File: src/ccs_pkg.sv
// Shared constants, types and helpers for the clocked serial channel setup block
package ccs_pkg;

   // Register byte offsets on the AXI4-Lite slave
   localparam int unsigned ADDR_W = 6;
   localparam logic [5:0] OFS_MODE = 6'h00;
   localparam logic [5:0] OFS_DATA = 6'h04;
   localparam logic [5:0] OFS_LEVELS = 6'h08;
   localparam logic [5:0] OFS_ENABLES = 6'h0C;
   localparam logic [5:0] OFS_P3_LATCH = 6'h10;
   localparam logic [5:0] OFS_P3_DIR = 6'h14;
   localparam logic [5:0] OFS_P5_LATCH = 6'h18;
   localparam logic [5:0] OFS_P5_DIR = 6'h1C;
   localparam logic [5:0] OFS_START = 6'h20;
   localparam logic [5:0] OFS_STATUS = 6'h24;
   localparam logic [5:0] OFS_RXDATA = 6'h28;

   // Field positions
   localparam int unsigned LEN_LSB = 0;
   localparam int unsigned ORDER_BIT = 7;
   localparam int unsigned DIV_LSB = 9;
   localparam int unsigned CKO_BIT = 8;
   localparam int unsigned DOL_BIT = 0;
   localparam int unsigned SOE_BIT = 0;
   localparam int unsigned START_BIT = 0;
   localparam int unsigned RXV_BIT = 0;
   localparam int unsigned BADLEN_BIT = 1;
   localparam int unsigned ACTIVE_BIT = 6;
   localparam int unsigned CLK_PIN_BIT = 0;
   localparam int unsigned IN_PIN_BIT = 0;
   localparam int unsigned OUT_PIN_BIT = 1;

   // Writable bit masks
   localparam logic [15:0] MODE_MASK = 16'h0083;
   localparam logic [15:0] LEVELS_MASK = 16'h0101;
   localparam logic [15:0] ENABLES_MASK = 16'h0001;

   // Frame length codes
   localparam logic [1:0] LEN_9 = 2'h0;
   localparam logic [1:0] LEN_7 = 2'h2;
   localparam logic [1:0] LEN_8 = 2'h3;

   // Reset values
   localparam logic [15:0] RST_MODE = 16'h0003;
   localparam logic [15:0] RST_DATA = 16'h0000;
   localparam logic [15:0] RST_LEVELS = 16'h0101;
   localparam logic [15:0] RST_ENABLES = 16'h0000;
   localparam logic [7:0] RST_LATCH = 8'hFF;
   localparam logic [7:0] RST_DIR = 8'hFF;

   // AXI responses
   localparam logic [1:0] RESP_OKAY = 2'h0;
   localparam logic [1:0] RESP_SLVERR = 2'h2;

   // One bit per serial pin
   typedef struct packed {
      logic clk;
      logic dout;
      logic din;
   } ccs_pins_s;

   // Settings frozen at the start of a frame
   typedef struct packed {
      logic lsb_first;
      logic [6:0] div;
      logic [3:0] bits;
      logic [8:0] tx;
   } ccs_frame_cfg_s;

   // Bits per frame for a length code, zero when not allowed in clocked mode
   function automatic logic [3:0] ccs_frame_bits(input logic [1:0] len);
      logic [3:0] r;
      r = 4'h0;
      case (len)
         LEN_8: r = 4'h8;
         LEN_7: r = 4'h7;
         default: r = 4'h0;
      endcase
      return r;
   endfunction

   // True for every offset that holds a register
   function automatic logic ccs_mapped(input logic [5:0] a);
      logic r;
      r = 1'b0;
      case ({a[5:2], 2'h0})
         OFS_MODE, OFS_DATA, OFS_LEVELS, OFS_ENABLES, OFS_P3_LATCH, OFS_P3_DIR,
         OFS_P5_LATCH, OFS_P5_DIR, OFS_START, OFS_STATUS, OFS_RXDATA: r = 1'b1;
         default: r = 1'b0;
      endcase
      return r;
   endfunction

endpackage

File: src/ccs_rx_buffer.sv
// Small valid/ready buffer for received frames
`timescale 1ns/10ps
`default_nettype none
module ccs_rx_buffer import ccs_pkg::*; #(
   parameter int unsigned WIDTH = 9,
   parameter int unsigned DEPTH = 2
) (
   input wire logic aclk,
   input wire logic aresetn,
   input wire logic in_valid,
   output logic in_ready,
   input wire logic [WIDTH-1:0] in_data,
   output logic out_valid,
   input wire logic out_ready,
   output logic [WIDTH-1:0] out_data
);
   localparam int unsigned PW = (DEPTH > 1) ? $clog2(DEPTH) : 1;

   // Below two entries a stall would cost a word
   initial begin
      if (DEPTH < 2 || WIDTH < 1) begin
         $error("ccs_rx_buffer: DEPTH must be at least 2");
      end
   end

   logic [WIDTH-1:0] mem [DEPTH];
   logic [PW-1:0] wr_ptr, rd_ptr, next_wr_ptr, next_rd_ptr;
   logic [PW:0] count, next_count;
   logic push, pop;

   assign in_ready = (count < (PW+1)'(DEPTH));
   assign out_valid = (count != '0);
   assign out_data = mem[rd_ptr];
   assign push = in_valid && in_ready;
   assign pop = out_valid && out_ready;

   // Pointer wrap at any depth, not only powers of two
   always_comb begin
      next_wr_ptr = wr_ptr;
      next_rd_ptr = rd_ptr;
      next_count = count;
      if (push) begin
         next_wr_ptr = (wr_ptr == PW'(DEPTH - 1)) ? '0 : PW'(wr_ptr + 1'b1);
      end
      if (pop) begin
         next_rd_ptr = (rd_ptr == PW'(DEPTH - 1)) ? '0 : PW'(rd_ptr + 1'b1);
      end
      if (push && !pop) begin
         next_count = (PW+1)'(count + 1'b1);
      end else if (pop && !push) begin
         next_count = (PW+1)'(count - 1'b1);
      end
   end

   // Storage and pointers
   always_ff @(posedge aclk) begin
      if (!aresetn) begin
         wr_ptr <= '0;
         rd_ptr <= '0;
         count <= '0;
      end else begin
         wr_ptr <= next_wr_ptr;
         rd_ptr <= next_rd_ptr;
         count <= next_count;
      end
      if (push) begin
         mem[wr_ptr] <= in_data;
      end
   end

endmodule
`default_nettype wire

File: src/ccs_channel.sv
// Clocked serial channel: register file, frame engine and pin routing
//
// Design decisions made here: the register addresses and the AXI4-Lite slave port.
`timescale 1ns/10ps
`default_nettype none
// Summary of operation
// - Length code 11 gives 8-bit frames, 10 gives 7-bit; others refused.
// - Code 00 (9-bit) is asynchronous only, so a clocked start refuses it.
// - Divider N in data bits 15..9; serial clock is aclk over 2(N+1).
// - Clock level bit 8 sets the idle serial clock pin value.
// - Data level bit 0 sets the data output pin value.
// - With output enable set the frame engine drives data out, else not.
// - Port writes set driven level; reads in input mode return the pin.
// - Direction bit 0 turns the output buffer on, 1 turns it off.
// - Bit order 0 shifts MSB first, 1 shifts LSB first.
// - Transfer-active flag reads 1 during a frame, 0 when stopped.
module ccs_channel import ccs_pkg::*; #(
   parameter int unsigned RX_DEPTH = 2
) (
   input wire logic aclk,
   input wire logic aresetn,
   input wire logic [ADDR_W-1:0] s_axi_awaddr,
   input wire logic [2:0] s_axi_awprot,
   input wire logic s_axi_awvalid,
   output logic s_axi_awready,
   input wire logic [31:0] s_axi_wdata,
   input wire logic [3:0] s_axi_wstrb,
   input wire logic s_axi_wvalid,
   output logic s_axi_wready,
   output logic [1:0] s_axi_bresp,
   output logic s_axi_bvalid,
   input wire logic s_axi_bready,
   input wire logic [ADDR_W-1:0] s_axi_araddr,
   input wire logic [2:0] s_axi_arprot,
   input wire logic s_axi_arvalid,
   output logic s_axi_arready,
   output logic [31:0] s_axi_rdata,
   output logic [1:0] s_axi_rresp,
   output logic s_axi_rvalid,
   input wire logic s_axi_rready,
   input wire ccs_pins_s pin_in,
   output ccs_pins_s pin_out,
   output ccs_pins_s pin_oe_n
);
   initial begin
      if (RX_DEPTH < 2) begin
         $error("ccs_channel: RX_DEPTH must be at least 2");
      end
   end

   typedef enum logic [1:0] {ST_IDLE, ST_DRIVE, ST_SAMPLE} ccs_state_e;

   // Byte-lane merge of a write into a 16-bit register
   function automatic logic [15:0] merge(input logic [15:0] old, input logic [31:0] d,
                                         input logic [3:0] strb, input logic [15:0] mask);
      logic [15:0] r;
      r = old;
      if (strb[0]) begin
         r[7:0] = d[7:0];
      end
      if (strb[1]) begin
         r[15:8] = d[15:8];
      end
      return r & mask;
   endfunction

   // AXI state
   logic aw_hold, w_hold, next_aw_hold, next_w_hold;
   logic [ADDR_W-1:0] awaddr_q, next_awaddr_q;
   logic [31:0] wdata_q, next_wdata_q;
   logic [3:0] wstrb_q, next_wstrb_q;
   logic next_awready, next_wready, next_bvalid, next_arready, next_rvalid;
   logic [1:0] next_bresp, next_rresp;
   logic [31:0] next_rdata, read_word;
   logic do_write, start_req, rx_pop;
   logic [5:0] waddr;

   // Register state
   logic [15:0] mode, data, levels, enables;
   logic [15:0] next_mode, next_data, next_levels, next_enables;
   logic [7:0] p3_latch, p3_dir, p5_latch, p5_dir;
   logic [7:0] next_p3_latch, next_p3_dir, next_p5_latch, next_p5_dir;
   logic badlen, next_badlen;

   // Engine state
   ccs_state_e state, next_state;
   ccs_frame_cfg_s cfg, next_cfg;
   logic [6:0] phase, next_phase;
   logic [3:0] idx, next_idx, cnt, next_cnt, start_bits;
   logic [8:0] rx_word, next_rx_word;
   logic push, next_push, active;

   // Pin state
   ccs_pins_s sync1, sync2, sync3, pin_f, next_pin_f;
   ccs_pins_s next_pin_out, next_pin_oe_n;
   logic serial_clk, serial_dout;

   // Received frames
   logic buf_in_ready, buf_out_valid;
   logic [8:0] buf_out_data;

   assign waddr = {awaddr_q[5:2], 2'h0};
   assign do_write = aw_hold && w_hold && !s_axi_bvalid;
   assign start_req = do_write && (waddr == OFS_START) && wdata_q[START_BIT];
   assign rx_pop = s_axi_arvalid && s_axi_arready &&
                   ({s_axi_araddr[5:2], 2'h0} == OFS_RXDATA);
   assign active = (state != ST_IDLE);
   assign start_bits = ccs_frame_bits(mode[LEN_LSB +: 2]);

   // Write and read channels; address and data may come in either order
   always_comb begin
      next_aw_hold = aw_hold;
      next_w_hold = w_hold;
      next_awaddr_q = awaddr_q;
      next_wdata_q = wdata_q;
      next_wstrb_q = wstrb_q;
      next_bvalid = s_axi_bvalid;
      next_bresp = s_axi_bresp;
      next_arready = s_axi_arready;
      next_rvalid = s_axi_rvalid;
      next_rdata = s_axi_rdata;
      next_rresp = s_axi_rresp;
      if (s_axi_awvalid && s_axi_awready) begin
         next_aw_hold = 1'b1;
         next_awaddr_q = s_axi_awaddr;
      end
      if (s_axi_wvalid && s_axi_wready) begin
         next_w_hold = 1'b1;
         next_wdata_q = s_axi_wdata;
         next_wstrb_q = s_axi_wstrb;
      end
      if (do_write) begin
         next_aw_hold = 1'b0;
         next_w_hold = 1'b0;
         next_bvalid = 1'b1;
         next_bresp = ccs_mapped(awaddr_q) ? RESP_OKAY : RESP_SLVERR;
      end else if (s_axi_bvalid && s_axi_bready) begin
         next_bvalid = 1'b0;
      end
      if (s_axi_arvalid && s_axi_arready) begin
         next_arready = 1'b0;
         next_rvalid = 1'b1;
         next_rdata = read_word;
         next_rresp = ccs_mapped(s_axi_araddr) ? RESP_OKAY : RESP_SLVERR;
      end else if (s_axi_rvalid && s_axi_rready) begin
         next_rvalid = 1'b0;
         next_arready = 1'b1;
      end
      // One write at a time: stop taking until the response is gone
      next_awready = !next_aw_hold && !next_bvalid;
      next_wready = !next_w_hold && !next_bvalid;
   end

   always_ff @(posedge aclk) begin
      if (!aresetn) begin
         aw_hold <= 1'b0;
         w_hold <= 1'b0;
         awaddr_q <= '0;
         wdata_q <= '0;
         wstrb_q <= '0;
         s_axi_awready <= 1'b0;
         s_axi_wready <= 1'b0;
         s_axi_bvalid <= 1'b0;
         s_axi_bresp <= RESP_OKAY;
         s_axi_arready <= 1'b0;
         s_axi_rvalid <= 1'b0;
         s_axi_rdata <= '0;
         s_axi_rresp <= RESP_OKAY;
      end else begin
         aw_hold <= next_aw_hold;
         w_hold <= next_w_hold;
         awaddr_q <= next_awaddr_q;
         wdata_q <= next_wdata_q;
         wstrb_q <= next_wstrb_q;
         s_axi_awready <= next_awready;
         s_axi_wready <= next_wready;
         s_axi_bvalid <= next_bvalid;
         s_axi_bresp <= next_bresp;
         s_axi_arready <= (s_axi_arready || s_axi_rvalid) ? next_arready : 1'b1;
         s_axi_rvalid <= next_rvalid;
         s_axi_rdata <= next_rdata;
         s_axi_rresp <= next_rresp;
      end
   end

   // Read multiplexer; port bits in input mode show the filtered pin
   always_comb begin
      read_word = 32'h0000_0000;
      case ({s_axi_araddr[5:2], 2'h0})
         OFS_MODE: read_word[15:0] = mode;
         OFS_DATA: read_word[15:0] = data;
         OFS_LEVELS: read_word[15:0] = levels;
         OFS_ENABLES: read_word[15:0] = enables;
         OFS_P3_LATCH: begin
            read_word[7:0] = p3_latch;
            read_word[CLK_PIN_BIT] = p3_dir[CLK_PIN_BIT] ? pin_f.clk : p3_latch[CLK_PIN_BIT];
         end
         OFS_P3_DIR: read_word[7:0] = p3_dir;
         OFS_P5_LATCH: begin
            read_word[7:0] = p5_latch;
            read_word[IN_PIN_BIT] = p5_dir[IN_PIN_BIT] ? pin_f.din : p5_latch[IN_PIN_BIT];
            read_word[OUT_PIN_BIT] = p5_dir[OUT_PIN_BIT] ? pin_f.dout : p5_latch[OUT_PIN_BIT];
         end
         OFS_P5_DIR: read_word[7:0] = p5_dir;
         OFS_STATUS: begin
            read_word[ACTIVE_BIT] = active;
            read_word[BADLEN_BIT] = badlen;
            read_word[RXV_BIT] = buf_out_valid;
         end
         OFS_RXDATA: read_word[8:0] = buf_out_valid ? buf_out_data : 9'h000;
         default: read_word = 32'h0000_0000;
      endcase
   end

   // Register writes; channel settings are frozen while a frame runs
   always_comb begin
      next_mode = mode;
      next_data = data;
      next_levels = levels;
      next_enables = enables;
      next_p3_latch = p3_latch;
      next_p3_dir = p3_dir;
      next_p5_latch = p5_latch;
      next_p5_dir = p5_dir;
      next_badlen = badlen;
      if (do_write) begin
         case (waddr)
            OFS_MODE: if (!active) next_mode = merge(mode, wdata_q, wstrb_q, MODE_MASK);
            OFS_DATA: if (!active) next_data = merge(data, wdata_q, wstrb_q, 16'hFFFF);
            OFS_LEVELS: if (!active) next_levels = merge(levels, wdata_q, wstrb_q, LEVELS_MASK);
            OFS_ENABLES: if (!active) next_enables = merge(enables, wdata_q, wstrb_q, ENABLES_MASK);
            OFS_P3_LATCH: if (wstrb_q[0]) next_p3_latch = wdata_q[7:0];
            OFS_P3_DIR: if (wstrb_q[0]) next_p3_dir = wdata_q[7:0];
            OFS_P5_LATCH: if (wstrb_q[0]) next_p5_latch = wdata_q[7:0];
            OFS_P5_DIR: if (wstrb_q[0]) next_p5_dir = wdata_q[7:0];
            OFS_STATUS: if (wdata_q[BADLEN_BIT]) next_badlen = 1'b0;
            default: next_badlen = next_badlen;
         endcase
      end
      // Refused start sets the flag, winning over a clear
      if (start_req && !active && start_bits == 4'h0) begin
         next_badlen = 1'b1;
      end
   end

   always_ff @(posedge aclk) begin
      if (!aresetn) begin
         mode <= RST_MODE;
         data <= RST_DATA;
         levels <= RST_LEVELS;
         enables <= RST_ENABLES;
         p3_latch <= RST_LATCH;
         p3_dir <= RST_DIR;
         p5_latch <= RST_LATCH;
         p5_dir <= RST_DIR;
         badlen <= 1'b0;
      end else begin
         mode <= next_mode;
         data <= next_data;
         levels <= next_levels;
         enables <= next_enables;
         p3_latch <= next_p3_latch;
         p3_dir <= next_p3_dir;
         p5_latch <= next_p5_latch;
         p5_dir <= next_p5_dir;
         badlen <= next_badlen;
      end
   end

   // Frame engine; each half period lasts N+1 cycles
   always_comb begin
      next_state = state;
      next_cfg = cfg;
      next_phase = phase;
      next_idx = idx;
      next_cnt = cnt;
      next_rx_word = rx_word;
      next_push = 1'b0;
      case (state)
         ST_IDLE: begin
            // A start with no buffer room is dropped, so no word is lost
            if (start_req && start_bits != 4'h0 && buf_in_ready) begin
               next_cfg.lsb_first = mode[ORDER_BIT];
               next_cfg.div = data[DIV_LSB +: 7];
               next_cfg.bits = start_bits;
               next_cfg.tx = data[8:0];
               next_phase = 7'h00;
               next_cnt = 4'(start_bits - 4'h1);
               next_idx = mode[ORDER_BIT] ? 4'h0 : 4'(start_bits - 4'h1);
               next_rx_word = 9'h000;
               next_state = ST_DRIVE;
            end
         end
         ST_DRIVE: begin
            if (phase == cfg.div) begin
               next_phase = 7'h00;
               next_state = ST_SAMPLE;
            end else begin
               next_phase = 7'(phase + 7'h01);
            end
         end
         ST_SAMPLE: begin
            if (phase == cfg.div) begin
               next_phase = 7'h00;
               next_rx_word[idx] = pin_f.din;
               if (cnt == 4'h0) begin
                  next_push = 1'b1;
                  next_state = ST_IDLE;
               end else begin
                  next_cnt = 4'(cnt - 4'h1);
                  next_idx = cfg.lsb_first ? 4'(idx + 4'h1) : 4'(idx - 4'h1);
                  next_state = ST_DRIVE;
               end
            end else begin
               next_phase = 7'(phase + 7'h01);
            end
         end
         default: next_state = ST_IDLE;
      endcase
   end

   always_ff @(posedge aclk) begin
      if (!aresetn) begin
         state <= ST_IDLE;
         cfg <= '0;
         phase <= 7'h00;
         idx <= 4'h0;
         cnt <= 4'h0;
         rx_word <= 9'h000;
         push <= 1'b0;
      end else begin
         state <= next_state;
         cfg <= next_cfg;
         phase <= next_phase;
         idx <= next_idx;
         cnt <= next_cnt;
         rx_word <= next_rx_word;
         push <= next_push;
      end
   end

   // Received frames wait here until software reads them
   ccs_rx_buffer #(
      .WIDTH(9),
      .DEPTH(RX_DEPTH)
   ) u_rx_buffer (
      .aclk(aclk),
      .aresetn(aresetn),
      .in_valid(push),
      .in_ready(buf_in_ready),
      .in_data(rx_word),
      .out_valid(buf_out_valid),
      .out_ready(rx_pop),
      .out_data(buf_out_data)
   );

   // Serial values before the port latch and buffer
   assign serial_clk = active ? (state == ST_SAMPLE) : levels[CKO_BIT];
   assign serial_dout = (enables[SOE_BIT] && active) ? cfg.tx[idx] : levels[DOL_BIT];

   // Pin drive; enables are low while driving
   always_comb begin
      next_pin_out.clk = p3_latch[CLK_PIN_BIT] & serial_clk;
      next_pin_out.dout = p5_latch[OUT_PIN_BIT] & serial_dout;
      next_pin_out.din = p5_latch[IN_PIN_BIT];
      next_pin_oe_n.clk = p3_dir[CLK_PIN_BIT];
      next_pin_oe_n.dout = p5_dir[OUT_PIN_BIT];
      next_pin_oe_n.din = p5_dir[IN_PIN_BIT];
      // A level counts once the second and third stages agree
      next_pin_f = pin_f;
      if (sync2.clk == sync3.clk) begin
         next_pin_f.clk = sync3.clk;
      end
      if (sync2.dout == sync3.dout) begin
         next_pin_f.dout = sync3.dout;
      end
      if (sync2.din == sync3.din) begin
         next_pin_f.din = sync3.din;
      end
   end

   always_ff @(posedge aclk) begin
      if (!aresetn) begin
         pin_out <= '0;
         pin_oe_n <= '1;
         sync1 <= '0;
         sync2 <= '0;
         sync3 <= '0;
         pin_f <= '0;
      end else begin
         pin_out <= next_pin_out;
         pin_oe_n <= next_pin_oe_n;
         sync1 <= pin_in;
         sync2 <= sync1;
         sync3 <= sync2;
         pin_f <= next_pin_f;
      end
   end

endmodule
`default_nettype wire

File: config.mk
export PLATFORM = sky130hd
export DESIGN_NAME = ccs_channel
export DESIGN_NICKNAME = d
export VERILOG_FILES = /design/src/ccs_pkg.sv /design/src/ccs_rx_buffer.sv /design/src/ccs_channel.sv
export SDC_FILE = /design/constraint.sdc
export NUM_CORES = 1
export LEC_CHECK = 0
export BUFFER_PORTS_ARGS = -buffer_cell sky130_fd_sc_hd__buf_2
export CAP_MARGIN = 20
export CORE_ASPECT_RATIO = 1.4
export CORE_MARGIN = 1.5
export CORE_UTILIZATION = 52
export CTS_CLUSTER_DIAMETER = 100
export DETAILED_ROUTE_END_ITERATION = 12
export PLACE_DENSITY = 0.83
export SETUP_SLACK_MARGIN = 0.15
export SLEW_MARGIN = 20
export SYNTH_ARGS = -nofsm -noshare
export SYNTH_HDL_FRONTEND = slang
export SYNTH_SLANG_ARGS = --single-unit
File: constraint.sdc
create_clock -name aclk -period 2 [get_ports aclk]
set_clock_uncertainty 0.1 [all_clocks]
set_input_delay 0.1 -clock aclk [delete_from_list [all_inputs] [get_ports aclk]]
set_output_delay 0.1 -clock aclk [all_outputs]
set_load 0.005 [all_outputs]
# Yosys cells after proc, flatten, opt, wreduce, memory -nomap -nowiden

Memory sizes are Yosys's and may differ from the RTL's. A register that Yosys moved wholly into a read port is not among the register bits.
Cells that the tools add are included.
Widths: inputs -> output; s select.

Logic and storage cells: 238
RAM bits: 18
Memories: 1
Input port bits: 64
Register bits after elaboration: 172
Output and inout port bits: 47

Memory list:

| name            | depth | width | rd ports | clocked after Yosys merged registers in | write ports | line                | RTL |
|---|---|---|---|---|---|---|---|
| u_rx_buffer.mem | 2     | 9     | 1        | 1                                       | 1           | ccs_rx_buffer.sv:26 | `logic [WIDTH-1:0] mem [DEPTH];` |

Add/subtract/negate cells: 9
Equal/unequal tests: 33
Order comparisons: 3
Bitwise operators: 3
Reduce and logical (&&, ||, !) cells: 66
Multiplexer cells: 69

Operator list:

| operator            | count |
|---|---|
| $mux 1              | 34 |
| $eq 4x3->1 const B  | 8 |
| $mux 4              | 8 |
| $reduce_and 4->1    | 7 |
| $mux 9              | 3 |
| $eq 4x4->1 const B  | 6 |
| $pmux 4 s2          | 3 |
| $pmux 4 s6          | 1 |
| $reduce_and 3->1    | 8 |
| $logic_and 1x1->1   | 22 |
| $reduce_or 11->1    | 2 |
| $mux 7              | 3 |
| $pmux 2 s10         | 1 |
| $pmux 9 s2          | 1 |
| $reduce_bool 2->1   | 9 |
| $eq 4x2->1 const B  | 4 |
| $logic_not 4->1     | 4 |
| $mux 2              | 7 |
| $pmux 1 s7          | 2 |
| $pmux 7 s2          | 1 |
| $sub 4x1->4 const B | 3 |
| $bwmux 9            | 1 |
| $eq 4x1->1 const B  | 2 |
| $ne 2x2->1 const B  | 4 |
| 26 further kinds    | 39 |

# Logic depth before layout (Yosys ltp)

Word-level depth: 8
Mapped depth: 9

# Modules after synthesis

Synthesis repeated with hierarchy kept, for this count alone.

Cell total of the unflattened synthesis: 847
Area total of the unflattened synthesis: 8,109.0 µm²

Modules (own cells, without submodules):

| module        | times used | area an instance (µm²) | cells each |
|---|---|---|---|
| ccs_channel   | 1          | 7,236.9                | 796 |
| ccs_rx_buffer | 1          | 872.1                  | 51 |

# Least setup slack after synthesis

OpenSTA, ideal clock, no wires.

Path type: register to register
From: reg mode[0]
To: reg rx_word[0]
Data arrival time: 1,890 ps
Buffers on the path: 1
Slack: -48 ps
Cell stages (with the launch flop): 9
Path through: dfxtp_1 > nand2b_1 > ha_1 > nor4b_1 > and3_1 > buf_4 > nor2_2 > nor4_1 > o221a_2

Word-level cells in the longest chain between the ends: 7

Ends and longest elaborated chain:

| element                             | line               | RTL |
|---|---|---|
| start, declared                     | ccs_channel.sv:79  | `logic [15:0] mode, data, levels, enables;` |
| start signal, assigned              | ccs_channel.sv:258 | `mode <= next_mode;` |
| $eq 2x2->1                          | ccs_pkg.sv:74      | `case (len)` |
| $pmux 4 s2 *                        | ccs_pkg.sv:74      |  |
| $reduce_bool 4->1 *                 | ccs_channel.sv:282 | `if (start_req && start_bits != 4'h0 && buf_in_ready) begin` |
| $logic_and 1x1->1 * (2 in series)   | ccs_channel.sv:282 |  |
| $ne 2x2->1 (no source line) *       | n/a                |  |
| $reduce_and 3->1 (no source line) * | n/a                |  |
| end signal, assigned                | ccs_channel.sv:337 | `rx_word <= next_rx_word;` |
| end, declared                       | ccs_channel.sv:90  | `logic [8:0] rx_word, next_rx_word;` |

Mark *: on every way between the ends. The rest lies on a longest branch, timed or not.
A chain may end at the register's enable or synchronous reset.

# Final worst setup path

From: reg mode[0]
To: reg rx_word[7]

The elaborated chain is that of the path after synthesis.

==> impl_metrics.env <==
export IMPL_outcome="complete, no violations"
export IMPL_die_area_um2=16540
export IMPL_port_buffers=64
export IMPL_crit_buf_inv=0
export IMPL_required_ps=2300
export IMPL_grt_max_degree=55
export IMPL_rows=54
export IMPL_slowest_stage="dfxtp_2"
export IMPL_critPathLaunchType="flip-flop"
export IMPL_synth_edf_count=18
export IMPL_worst_slew_pin_slew_ps=662.8
export IMPL_gp_congestion=0.9217
export IMPL_period_minus_slack_ps=1970
export IMPL_synth_area_per_cell_um2=9.305
export IMPL_hold_path_depth=4
export IMPL_p_leak_nw=4.292
export IMPL_path_cells="nand2b_4, ha_4, nor4b_4, and3_4, nor2_4, nor4_2, o221a_2"
export IMPL_critPathKind="reg2reg"
export IMPL_cp_num_cells=7
export IMPL_core_um2=15470
export IMPL_max_vdd_ir_drop_v=0.0006870
export IMPL_yosysSeqAreaShare_pct=47.86
export IMPL_synthArstFlopShare_pct=0
export IMPL_initial_utilization_pct=52.98
export IMPL_slew_headroom_pct=55.71
export IMPL_hold_violations=0
export IMPL_end_kind="flip-flop"
export IMPL_rsz0062_at_grt="yes"
export IMPL_place_area_um2=8882
export IMPL_finalSetupViolations=0
export IMPL_antenna_found_initial=0
export IMPL_io_pins=111
export IMPL_grt_pass1_wl_um=33240
export IMPL_htreeDepth=4
export IMPL_cts_buffers=17
export IMPL_drt_total_wl_um=24330
export IMPL_grt_overflow=0
export IMPL_die_w_um=109.1
export IMPL_power_density_nw_per_um2=924.7
export IMPL_finalInstanceArea_um2=10610
export IMPL_drc=0
export IMPL_clk_path_buf_depth=2
export IMPL_final_cells=1239
export IMPL_synthFlopType="dfxtp_1"
export IMPL_worstSkewPairLatency_ps=450
export IMPL_drv_cap=0
export IMPL_root_buffer="clkbuf_16"
export IMPL_syn_to_final_growth_pct=29.41
export IMPL_viasPerCell=5.980
export IMPL_syn_inst=881
export IMPL_clock_sinks=187
export IMPL_report_final_slew_viol_count=0
export IMPL_drtAntennaViolNets=0
export IMPL_syn_cell_area_um2=8198
export IMPL_layout_commonest_cell="dfxtp_1"
export IMPL_drtIter0Drc=766
export IMPL_fill_cells=1015
export IMPL_post_route_util_pct=68.57
export IMPL_layout_drive_gt1_share_pct=29.46
export IMPL_clk_pin_slew_ps=80
export IMPL_reg2reg_setup_slack_ps=30
export IMPL_fin_nets=1105
export IMPL_period_share_pct=98.51
export IMPL_crit_family="simple AND/OR/NAND/NOR gates"
export IMPL_path_max_fanout=5
export IMPL_ys_ff_latch=187
export IMPL_die_h_um=151.6
export IMPL_dp_hpwl_um=13700
export IMPL_crit_path_max_incr_delay_ps=350
export IMPL_wl_per_cell_um=19.64
export IMPL_rr_worst_depth=7
export IMPL_netlist_cell_type_count=77
export IMPL_routed_via_count=7409
export IMPL_min_path_type="in2reg"
export IMPL_yosysWarnings=0
export IMPL_cts_tree="built"
export IMPL_grt_pass1_vias=6748
export IMPL_layout_common_cells="dfxtp_1 (156), nand2_1 (144), buf_4 (67), a21oi_1 (65), buf_2 (64)"
export IMPL_worstPathArrival_ps=2270
export IMPL_grt_total_usage_pct=26.40
export IMPL_place_inst=1140
export IMPL_first_pass_iters=6
export IMPL_fmaxAchievable_ghz=0.5076
==> final timing paths <==
path / from / to
setup / recovery: mode[0] / rx_word[7]
hold / removal: s_axi_araddr[5] / s_axi_rresp[1]
setup reg to reg: mode[0] / rx_word[7]
hold reg to reg: sync1[0] / sync2[0]
==> per-layer routing <==
layer	wire, um	part of all wire [%]	GRT usage [%]
met5	0	0	0
met4	1564	6.4	15.72
met3	1780	7.3	5.518
met1	8952	37	28.83
met2	12030	49	46.47
==> per-stage QoR <==
stage	setup TNS, ps	hold WS [ps]	setup slack, ps	total power, mW
floorplan	0	127.3	134.7	5.210
detailed placement	-624.5	220.0	-56.09	5.636
finish	0	111.5	29.79	9.810
CTS	0	101.7	108.4	9.142
global route	-46.66	130.7	-31.55	10.10
global placement	-39.37	217.7	-6.438	5.591
==> synthesized netlist by cell type, types with 10 or more instances <==
| cell | instances | area, um^2 |
|---|---|---|
| a21oi_1 | 79 | 395.4 |
| and2_1 | 17 | 106.4 |
| buf_4 | 22 | 165.2 |
| clkbuf_1 | 32 | 120.1 |
| dfxtp_1 | 169 | 3383 |
| edfxtp_1 | 18 | 540.5 |
| ha_1 | 11 | 137.6 |
| inv_1 | 11 | 41.29 |
| mux2i_1 | 64 | 640.6 |
| nand2_1 | 158 | 593.1 |
| nand2b_1 | 17 | 106.4 |
| nand3_1 | 25 | 125.1 |
| nor2_1 | 53 | 198.9 |
| nor3_1 | 13 | 65.06 |
| nor4_1 | 10 | 62.56 |
| o21ai_0 | 16 | 80.08 |
| xnor2_1 | 17 | 148.9 |
==> worst register-to-register path: stages (launching register included) <==
cell      delay (ps)
dfxtp_2          350
nand2b_4         160
ha_4             180
nor4b_4          260
and3_4           340
nor2_4           110
nor4_2           190
o221a_2          220
==> where the power goes <==
group          internal (mW)  switching, mW  total [mW]
sequential              3.92          0.200        4.12
combinational           1.07           1.25        2.32
clock                   1.76           1.61        3.37
==> flip-flops by register name (all words and copies together) (netlist names), 3 cells and up, named ones only <==
register / cells
phase: 7
p5_dir: 8
sync2: 3
wdata_q: 16
pin_oe_n: 3
sync3: 3
data: 16
pin_f: 3
p3_latch: 8
s_axi_rdata: 16
sync1: 3
p3_dir: 8
rx_word: 9
p5_latch: 8
u_rx_buffer.mem: 18
awaddr_q: 4
mode: 3
cfg: 17
pin_out: 3
idx: 4
cnt: 4
==> timing repair <==
item,CTS,global route
pin swaps,14,30
hold buffers,35,0
gates resized for setup,39,92
cloned,0,5
setup endpoints to repair,72,88
buffers inserted,9,17
hold endpoints to repair,34,0
==> logic make-up (layout without fill, tap and decap cells) <==
family	after synthesis	in the layout	synth area share [%]
muxes	71	71	9.188
xor gates and xnor gates	20	20	2.137
DFF	187	187	47.86
other	1	19	0.04574
adders and majority gates	12	12	1.923
and+or+nand+nor	343	345	20.21
AOI/OAI and AO/OA	167	167	13.58
buffers and inverters	80	222	5.052
==> area by class of cell <==
class / count / area, um^2 / area share (%)
flip-flops and latches: 187 / 3945 / 37.19
inverters: 12 / 50.05 / 0.4718
repair buffers: 178 / 1350 / 12.73
clock buffers: 17 / 425.4 / 4.010
multi-input cells: 633 / 4433 / 41.79
clock inverters: 15 / 157.7 / 1.486
well taps: 196 / 245.2 / 2.312
diodes: 1 / 2.502 / 0.02359
Power figures use the tool's default switching activity.
